===== src/sarmux_regs.svh =====
// constants of the successive-approximation converter control block
// Notes on behaviour
// - channel select is captured on the strobe's rising edge and held until the next
// - with the mux enabled, the input whose index equals the latched select is on
// - with the mux disabled, all sixteen inputs are off regardless of select
// - result register loads one converter clock before done rises
// - result is positive true: larger input gives larger code
// - eight-bit result built by setting and testing one bit per step
// - result pins are driven only while output enable is high
// - conversion is monotonic; code never falls as input rises
// - start rising edge clears the approximation register; its fall begins conversion
// - a new start abandons any conversion in progress
// - done goes low within 0 to 8 converter clocks after start rises
// - exactly eight approximation steps per conversion
`ifndef SARMUX_REGS_SVH
`define SARMUX_REGS_SVH
`define SARMUX_RES_BITS     8
`define SARMUX_SEL_BITS     4
`define SARMUX_CHANNELS     16
`define SARMUX_STEP_MSB     3'h7
`define SARMUX_STEP_LSB     3'h0
`define SARMUX_ZERO_RES     8'h00
`define SARMUX_ZERO_SEL     4'h0
`define SARMUX_IRQ_DONE     0
`define SARMUX_IRQ_RESTART  1
`define SARMUX_IRQ_BITS     2
`endif


===== src/sarmux_pkg.sv =====
// types of the successive-approximation converter control block
`default_nettype none
package sarmux_pkg;
    typedef enum logic [1:0] {
        SARMUX_IDLE  = 2'b00,
        SARMUX_ARMED = 2'b01,
        SARMUX_STEP  = 2'b10,
        SARMUX_LOAD  = 2'b11
    } sarmux_state_e;

    typedef struct packed {
        logic [7:0] data;
        logic [7:0] oe;
    } sarmux_out_s;
endpackage
`default_nettype wire


===== src/sarmux_ctrl.sv =====
// control logic of an 8-bit successive-approximation converter with 16-input mux
`include "sarmux_regs.svh"
`default_nettype none
module sarmux_ctrl #(
    parameter int RES_BITS = `SARMUX_RES_BITS,
    parameter int CHANNELS = `SARMUX_CHANNELS
) (
    // clock and reset
    input  wire logic                 clock,
    input  wire logic                 nrst,
    // channel select
    input  wire logic [3:0]           chan_sel,
    input  wire logic                 addr_strobe,
    input  wire logic                 mux_enable,
    output var  logic [CHANNELS-1:0]  chan_on,
    // conversion
    input  wire logic                 conversion_start_pulse,
    input  wire logic                 comp_above,
    output var  logic [7:0]           trial_code,
    output var  logic                 conv_done,
    // result pins
    input  wire logic                 out_enable,
    output var  logic [7:0]           result_out,
    output var  logic [7:0]           result_oe,
    // interrupt registers
    input  wire logic [1:0]           reg_addr,
    input  wire logic [7:0]           reg_wdata,
    input  wire logic                 reg_wr,
    input  wire logic                 reg_rd,
    output var  logic [7:0]           reg_rdata,
    output var  logic                 irq
);
    sarmux_pkg::sarmux_state_e state;
    sarmux_pkg::sarmux_state_e next_state;
    logic [7:0]          approx_bit_register;
    logic [7:0]          next_approx;
    logic [7:0]          result_reg;
    logic [2:0]          step;
    logic [3:0]          sel_latch;
    logic                strobe_d;
    logic                start_d;
    logic [1:0]          irq_status;
    logic [1:0]          irq_mask;
    sarmux_pkg::sarmux_out_s pins;

    wire strobe_rise = addr_strobe & ~strobe_d;
    wire start_rise  = conversion_start_pulse & ~start_d;
    wire start_fall  = ~conversion_start_pulse & start_d;
    wire in_step     = (state == sarmux_pkg::SARMUX_STEP);
    wire last_step   = in_step && (step == `SARMUX_STEP_LSB);
    // bit under test kept if the comparator says the input is above the trial
    wire [7:0] step_bit  = 8'h01 << step;
    wire [7:0] kept      = comp_above ? approx_bit_register : (approx_bit_register & ~step_bit);
    wire [7:0] next_try  = last_step ? kept : (kept | (step_bit >> 1));
    wire done_event      = (state == sarmux_pkg::SARMUX_LOAD);
    wire [1:0] irq_events = {start_rise && (state != sarmux_pkg::SARMUX_IDLE), done_event};
    wire wr_status = reg_wr && (reg_addr == 2'h0);
    wire wr_mask   = reg_wr && (reg_addr == 2'h1);
    wire [7:0] rd_mux = (reg_addr == 2'h0) ? {6'h00, irq_status} :
                        (reg_addr == 2'h1) ? {6'h00, irq_mask} :
                        (reg_addr == 2'h2) ? result_reg : `SARMUX_ZERO_RES;

    // mux switch decode, one per input
    genvar gi;
    generate
        for (gi = 0; gi < CHANNELS; gi++) begin : g_chan
            always_ff @(posedge clock or negedge nrst) begin
                if (!nrst) begin
                    chan_on[gi] <= 1'b0;
                end else begin
                    chan_on[gi] <= mux_enable && (sel_latch == 4'(gi));
                end
            end
        end
    endgenerate

    always_comb begin
        next_state  = state;
        next_approx = approx_bit_register;
        if (start_rise) begin
            next_state  = sarmux_pkg::SARMUX_ARMED;
            next_approx = `SARMUX_ZERO_RES;
        end else begin
            case (state)
                sarmux_pkg::SARMUX_IDLE: begin
                    next_state = sarmux_pkg::SARMUX_IDLE;
                end
                sarmux_pkg::SARMUX_ARMED: begin
                    if (start_fall) begin
                        next_state  = sarmux_pkg::SARMUX_STEP;
                        next_approx = 8'h80;
                    end
                end
                sarmux_pkg::SARMUX_STEP: begin
                    next_approx = next_try;
                    if (last_step) begin
                        next_state = sarmux_pkg::SARMUX_LOAD;
                    end
                end
                sarmux_pkg::SARMUX_LOAD: begin
                    next_state = sarmux_pkg::SARMUX_IDLE;
                end
                default: begin
                    next_state = sarmux_pkg::SARMUX_IDLE;
                end
            endcase
        end
    end

    assign pins.data = result_reg;
    assign pins.oe   = {8{out_enable}};

    always_ff @(posedge clock or negedge nrst) begin
        if (!nrst) begin
            state               <= sarmux_pkg::SARMUX_IDLE;
            approx_bit_register <= `SARMUX_ZERO_RES;
            step                <= `SARMUX_STEP_MSB;
            strobe_d            <= 1'b0;
            start_d             <= 1'b0;
        end else begin
            state               <= next_state;
            approx_bit_register <= next_approx;
            strobe_d            <= addr_strobe;
            start_d             <= conversion_start_pulse;
            // step counts down from the top bit during the approximation
            step <= in_step ? (step - 3'h1) : `SARMUX_STEP_MSB;
        end
    end

    always_ff @(posedge clock or negedge nrst) begin
        if (!nrst) begin
            sel_latch <= `SARMUX_ZERO_SEL;
        end else if (strobe_rise) begin
            sel_latch <= chan_sel;
        end
    end

    // result loads at the last step; done follows one clock later from the load state
    always_ff @(posedge clock or negedge nrst) begin
        if (!nrst) begin
            result_reg <= `SARMUX_ZERO_RES;
        end else if (last_step) begin
            result_reg <= kept;
        end
    end

    always_ff @(posedge clock or negedge nrst) begin
        if (!nrst) begin
            conv_done <= 1'b0;
        end else if (start_rise) begin
            conv_done <= 1'b0;
        end else if (done_event) begin
            conv_done <= 1'b1;
        end
    end

    always_ff @(posedge clock or negedge nrst) begin
        if (!nrst) begin
            trial_code <= `SARMUX_ZERO_RES;
            result_out <= `SARMUX_ZERO_RES;
            result_oe  <= `SARMUX_ZERO_RES;
        end else begin
            trial_code <= next_approx;
            result_out <= pins.data;
            result_oe  <= pins.oe;
        end
    end

    // interrupt status: set wins over write-one-to-clear
    always_ff @(posedge clock or negedge nrst) begin
        if (!nrst) begin
            irq_status <= 2'h0;
            irq_mask   <= 2'h0;
            reg_rdata  <= `SARMUX_ZERO_RES;
            irq        <= 1'b0;
        end else begin
            irq_status <= (irq_status & ~(wr_status ? reg_wdata[1:0] : 2'h0)) | irq_events;
            if (wr_mask) begin
                irq_mask <= reg_wdata[1:0];
            end
            reg_rdata <= reg_rd ? rd_mux : `SARMUX_ZERO_RES;
            irq       <= |(irq_status & irq_mask);
        end
    end
endmodule
`default_nettype wire


===== config.mk =====
export PLATFORM = sky130hd
export DESIGN_NAME = sarmux_ctrl
export DESIGN_NICKNAME = d
export VERILOG_FILES = /design/src/sarmux_pkg.sv /design/src/sarmux_ctrl.sv
export VERILOG_INCLUDE_DIRS = /design/src /design/src/src
export SDC_FILE = /design/constraint.sdc
export NUM_CORES = 1
export LEC_CHECK = 0
export ABC_AREA = 1
export BUFFER_PORTS_ARGS = -buffer_cell sky130_fd_sc_hd__clkbuf_2
export CAP_MARGIN = 20
export CORE_MARGIN = 2
export CORE_UTILIZATION = 33
export CTS_CLUSTER_SIZE = 28
export DETAILED_ROUTE_END_ITERATION = 10
export PLACE_DENSITY_LB_ADDON = 0.08
export SKIP_CTS_REPAIR_TIMING = 1
export SYNTH_ARGS = -nofsm -noshare
export SYNTH_HDL_FRONTEND = slang
export SYNTH_SLANG_ARGS = --single-unit

===== constraint.sdc =====
create_clock -name clock -period 1.5 [get_ports clock]
set_input_delay 0.3 -clock clock [delete_from_list [all_inputs] [get_ports clock]]
set_output_delay 0.3 -clock clock [all_outputs]
set_load 0.03 [all_outputs]

# Word level (Yosys, flattened, before mapping)

Cells that the tools add are included.

Flip-flop bits (word level): 66
Bits of input ports: 23
Output and inout port bits: 50

$add $sub $neg: 1
Equal/unequal tests: 22
Shift-type cells: 1
Multiplexer cells: 17
Bitwise gates (word level): 13
Reductions and logical operators: 31

Operators with widths:

| kind                                                 | number |
|---|---|
| two-way mux 8 bit                                    | 8 |
| equality test 4 bit (second input constant)          | 8 |
| logical AND 1 bit                                    | 20 |
| equality test 4 x 3 -> 1 bit (second input constant) | 4 |
| case mux 8 bit (2 select lines)                      | 1 |
| bitwise AND 8 bit                                    | 1 |
| equality test 4 x 2 -> 1 bit (second input constant) | 2 |
| two-way mux 2 bit                                    | 4 |
| NOT 8 bit                                            | 1 |
| OR 8 x 7 -> 8 bit                                    | 1 |
| << shifter 1 x 3 -> 8 bit (first input constant)     | 1 |
| equality test 2 bit (second input constant)          | 3 |
| case mux 2 bit (3 select lines)                      | 1 |
| bitwise AND 2 bit                                    | 2 |
| equality test 2 x 1 -> 1 bit (second input constant) | 2 |
| equality test 4 x 1 -> 1 bit (second input constant) | 1 |
| logical NOT 2 bit                                    | 2 |
| logical NOT 4 bit                                    | 1 |
| AND reduction 2 bit                                  | 2 |
| nonzero test 2 bit                                   | 2 |
| OR reduction 2 bit                                   | 2 |
| bitwise AND 1 bit                                    | 3 |
| logical NOT 3 bit                                    | 1 |
| two-way mux 3 bit                                    | 1 |
| 8 further kinds                                      | 11 |

# Longest topological paths before layout

Depth after elaboration: 8
Gate-level depth with buffers: 9
Mapped depth without buffers: 8

# Worst setup path after synthesis

No wires, ideal clock.

Path kind: flip-flop to flip-flop
From: register step[0]
To: register result_reg[7]
Setup time: 0.074 ns
Arrival time: 1.221 ns
Required time: 1.426 ns
Slack: 0.205 ns
Cell stages (with the launch flop): 7
Period minus slack after synthesis: 1.295 ns
Path through: dfstp_2 > inv_1 > ha_1 > nand3_4 > buf_6 > nand2_1 > o21ai_2

Longest elaborated chain between the ends: 4
Elaborated cells on any way between the ends: 6
Classes of those cells: shift (1); mux (1); bitwise (2); reduce/logical (2)

Ends and longest elaborated chain:

| element                   | RTL line           | source |
|---|---|---|
| start, declared           | sarmux_ctrl.sv:38  | `logic [2:0] step;` |
| start signal, assigned    | sarmux_ctrl.sv:117 | `` step <= `SARMUX_STEP_MSB; `` |
| start signal, assigned    | sarmux_ctrl.sv:126 | `` step <= in_step ? (step - 3'h1) : `SARMUX_STEP_MSB; `` |
| << shifter 1 x 3 -> 8 bit | sarmux_ctrl.sv:52  | `wire [7:0] step_bit = 8'h01 << step;` |
| NOT 8 bit                 | sarmux_ctrl.sv:53  | `wire [7:0] kept = comp_above ? approx_bit_register : (approx_bit_register & ~step_bit);` |
| bitwise AND 8 bit         | sarmux_ctrl.sv:53  |  |
| two-way mux 8 bit         | sarmux_ctrl.sv:53  |  |
| end signal, assigned      | sarmux_ctrl.sv:141 | `` result_reg <= `SARMUX_ZERO_RES; `` |
| end signal, assigned      | sarmux_ctrl.sv:143 | `result_reg <= kept;` |
| end, declared             | sarmux_ctrl.sv:37  | `logic [7:0] result_reg;` |

Parallel ways exist; a longest one is shown, timed or not.
A chain may end at the register's enable or synchronous reset.

# Worst setup path in the final report

From: register step[0]
To: register result_reg[1]

Same word-level chain as after synthesis.

==> flow_summary_export.csv <==
group,metric,value,unit
status,status,"completed",
clock_tree,clkTransAtPathRegs,0.07,ns
timing,fin_setup_tns,0,ns
clock_tree,cts_buffers,9,
timing,timing.final.crit_share,88.8,%
cells_and_area,num-nets-final,383,
clock_tree,cts-htree-levels,3,
cells_and_area,diodes,0,
power_and_ir_drop,peakVddDrop,513,uV
job,maxCapViolCount,0,
timing,layout_min_cycle_time,1.33,ns
route,postRouteAntennaNets,0,
worst_setup_path,cp.arrival,1.59,ns
worst_setup_path,crit_fanout,7,
power_and_ir_drop,p_leak,1.84,nW
route,vias_per_cell,4.21,
min_path,min_path_type,"input pin to flop",
route,post-route-drc-count,0,
clock_tree,clockRootBuffer,"clkbuf_8",
power_and_ir_drop,powerDensity,1370,nW/um^2
floorplan,start_util,34.5,%
global_routing,grt_pass1_wl,8.62,mm
synthesis,yosysWarnings,0,
route,firstDrtPassIters,4,
route,dr_total_vias,1924,
floorplan,coreArea,7810,sq um
global_routing,grt_max_degree,67,
synthesis,avgSynthCellArea,9.72,sq um
placed_design,portBuffers,66,
worst_setup_path,path_class,"flop to flop",
cells_and_area,largest_register_ff_count,16,
global_routing,first_global_vias,1851,
clock_tree,cts_buffer_depth,2,
synthesis,synthCells,277,
placed_design,dp_hpwl,3.67,mm
timing,worstMarginPinSlew,0.343,ns
floorplan,num_rows,32,
global_routing,overflow,0,
worst_setup_path,worstPathRequired,1.76,ns
timing,finalClockSkew,0.00880,ns
global_routing,grt_util_all_layers,12.7,%
cells_and_area,syn2layout_area_growth,23.6,%
synthesis,yosysSeqAreaShare,61.5,%
clock_tree,cts_tree,"built",
timing,rsz0062_at_grt,"false",
timing,finalSetupViolations,0,
cells_and_area,layout-drive-gt1-share,29.3,%
timing,slew_headroom,77.2,%
floorplan,die_w,94.3,microns
worst_setup_path,start_kind,"flop",
clock_tree,clock_latency,0.34,ns
timing,fmax,750,MHz
route,drtIter0Drc,39,
cells_and_area,stdcell_count,457,
timing,final_hold_viol_count,0,
global_routing,antenna_found_initial,0,
clock_tree,cts.sinks,66,
cells_and_area,top_register,"chan_on",
route,routed_wl,5.01,mm
floorplan,die-area,8900,sq um
worst_setup_path,end_kind,"flop",
floorplan,ioPinCount,73,
synthesis,synth.cell_area,2690,sq um
floorplan,dieHeight,94.3,microns
synthesis,synthDistinctLibCells,23,
route,wl_per_cell,11.0,microns
placed_design,place_inst,440,
synthesis,ys_ff_latch,66,
synthesis,synthesis.nets,310,
cells_and_area,fill_cells,814,
timing,slew_violations,0,
placed_design,gp_congestion,0.773,
-- cell usage in the layout (no fill, tap or decap), types with 2 or more instances in the layout --
cell type	netlist	routed
nand2_1	79	79
clkbuf_2	1	65
dfrtp_1	63	63
nor2_1	36	35
inv_1	30	30
nand3_1	14	14
clkbuf_8	0	9
o21ai_1	9	8
ha_1	10	8
o21ai_0	5	5
o21ai_2	3	4
a21oi_1	4	4
buf_4	7	4
dfstp_2	3	3
nand2_2	2	2
ha_2	0	2
clkinv_2	0	2
inv_6	0	2
clkinvlp_4	0	2
buf_12	0	2
-- metrics by stage --
step | worst slack (ns) | total power, mW | hold slack (ns) | cell area, sq um | util (%)
2_1_floorplan | 0.205 | 2.92 | 0.00441 | 2690 | -
3_3_place_gp | 0.125 | 3.27 | 0.350 | 3130 | 40.1
3_5_place_dp | 0.101 | 3.27 | 0.344 | 3130 | 40.1
4_1_cts | 0.0829 | 4.62 | -0.0306 | 3300 | 42.3
5_1_grt | 0.0555 | 4.89 | 0.0460 | 3330 | 42.6
6_report | 0.167 | 4.54 | 0.0735 | 3330 | 42.6
-- path summary, 6_finish.rpt --
check / slack (ns) / cells past startpoint / startpoint / end
worst max-delay path: 0.17 / 6 / step[0] / result_reg[1]
worst min-delay path: 0.07 / 1 / out_enable / result_oe[0]
worst max register to register: 0.17 / 6 / step[0] / result_reg[1]
worst min register to register: 0.40 / 0 / result_reg[7] / result_out[7]
max in group asynchronous: 0.67 / 3 / nrst / step[2]
min in group asynchronous: 0.50 / 3 / nrst / chan_on[7]
-- routing by layer --
| metal | vias to the layer above | track usage (%) | routed length (microns) |
|---|---|---|---|
| li1 | 999 | - | - |
| met1 | 869 | 16.8 | 2380 |
| met2 | 46 | 19.0 | 2260 |
| met3 | 10 | 3.35 | 255 |
| met4 | 0 | 7.25 | 113 |
| met5 | - | 0 | 0 |
-- area by class of cell --
class                      instances  area (sq um)  share of cell area [%]
timing repair buffer              73           410                    12.3
multi-input combinational        169           835                    25.1
inverter                          31           124                    3.72
clock buffer                       9           124                    3.72
clock inverter                     7          51.3                    1.54
sequential                        66          1660                    49.8
tap                              102           128                    3.84
-- where the power goes --
group	internal [mW]	switching (mW)
clock network	0.606	0.703
registers	1.97	0.136
logic	0.378	0.748
-- cells by family after synthesis --
logic type / share of synthesized area (%)
buf+inv: 7.99
simple gates: 20.7
flops: 61.5
fa+ha+maj: 4.65
xor+xnor: 0.325
compound gates: 4.88
-- cell usage after synthesis (all sizes together) --
library cell | count | area (sq um)
nand2 | 82 | 320
dfrtp | 63 | 1580
nor2 | 36 | 135
inv | 31 | 124
o21ai | 17 | 96.3
nand3 | 15 | 87.6
buf | 10 | 86.3
ha | 10 | 125
a21oi | 4 | 20.0
dfstp | 3 | 78.8
a22o | 1 | 8.76
a31oi | 1 | 6.26
and3 | 1 | 6.26
clkbuf | 1 | 5.00
nand3b | 1 | 7.51
xnor2 | 1 | 8.76
-- worst max-delay path, cell delays in order, from the launching register on --
cell	delay [ns]
dfstp_2	0.56
inv_1	0.08
ha_2	0.23
nand3_4	0.14
buf_4	0.14
nand2_1	0.04
o21ai_1	0.06
(Power assumes the default switching activity.)
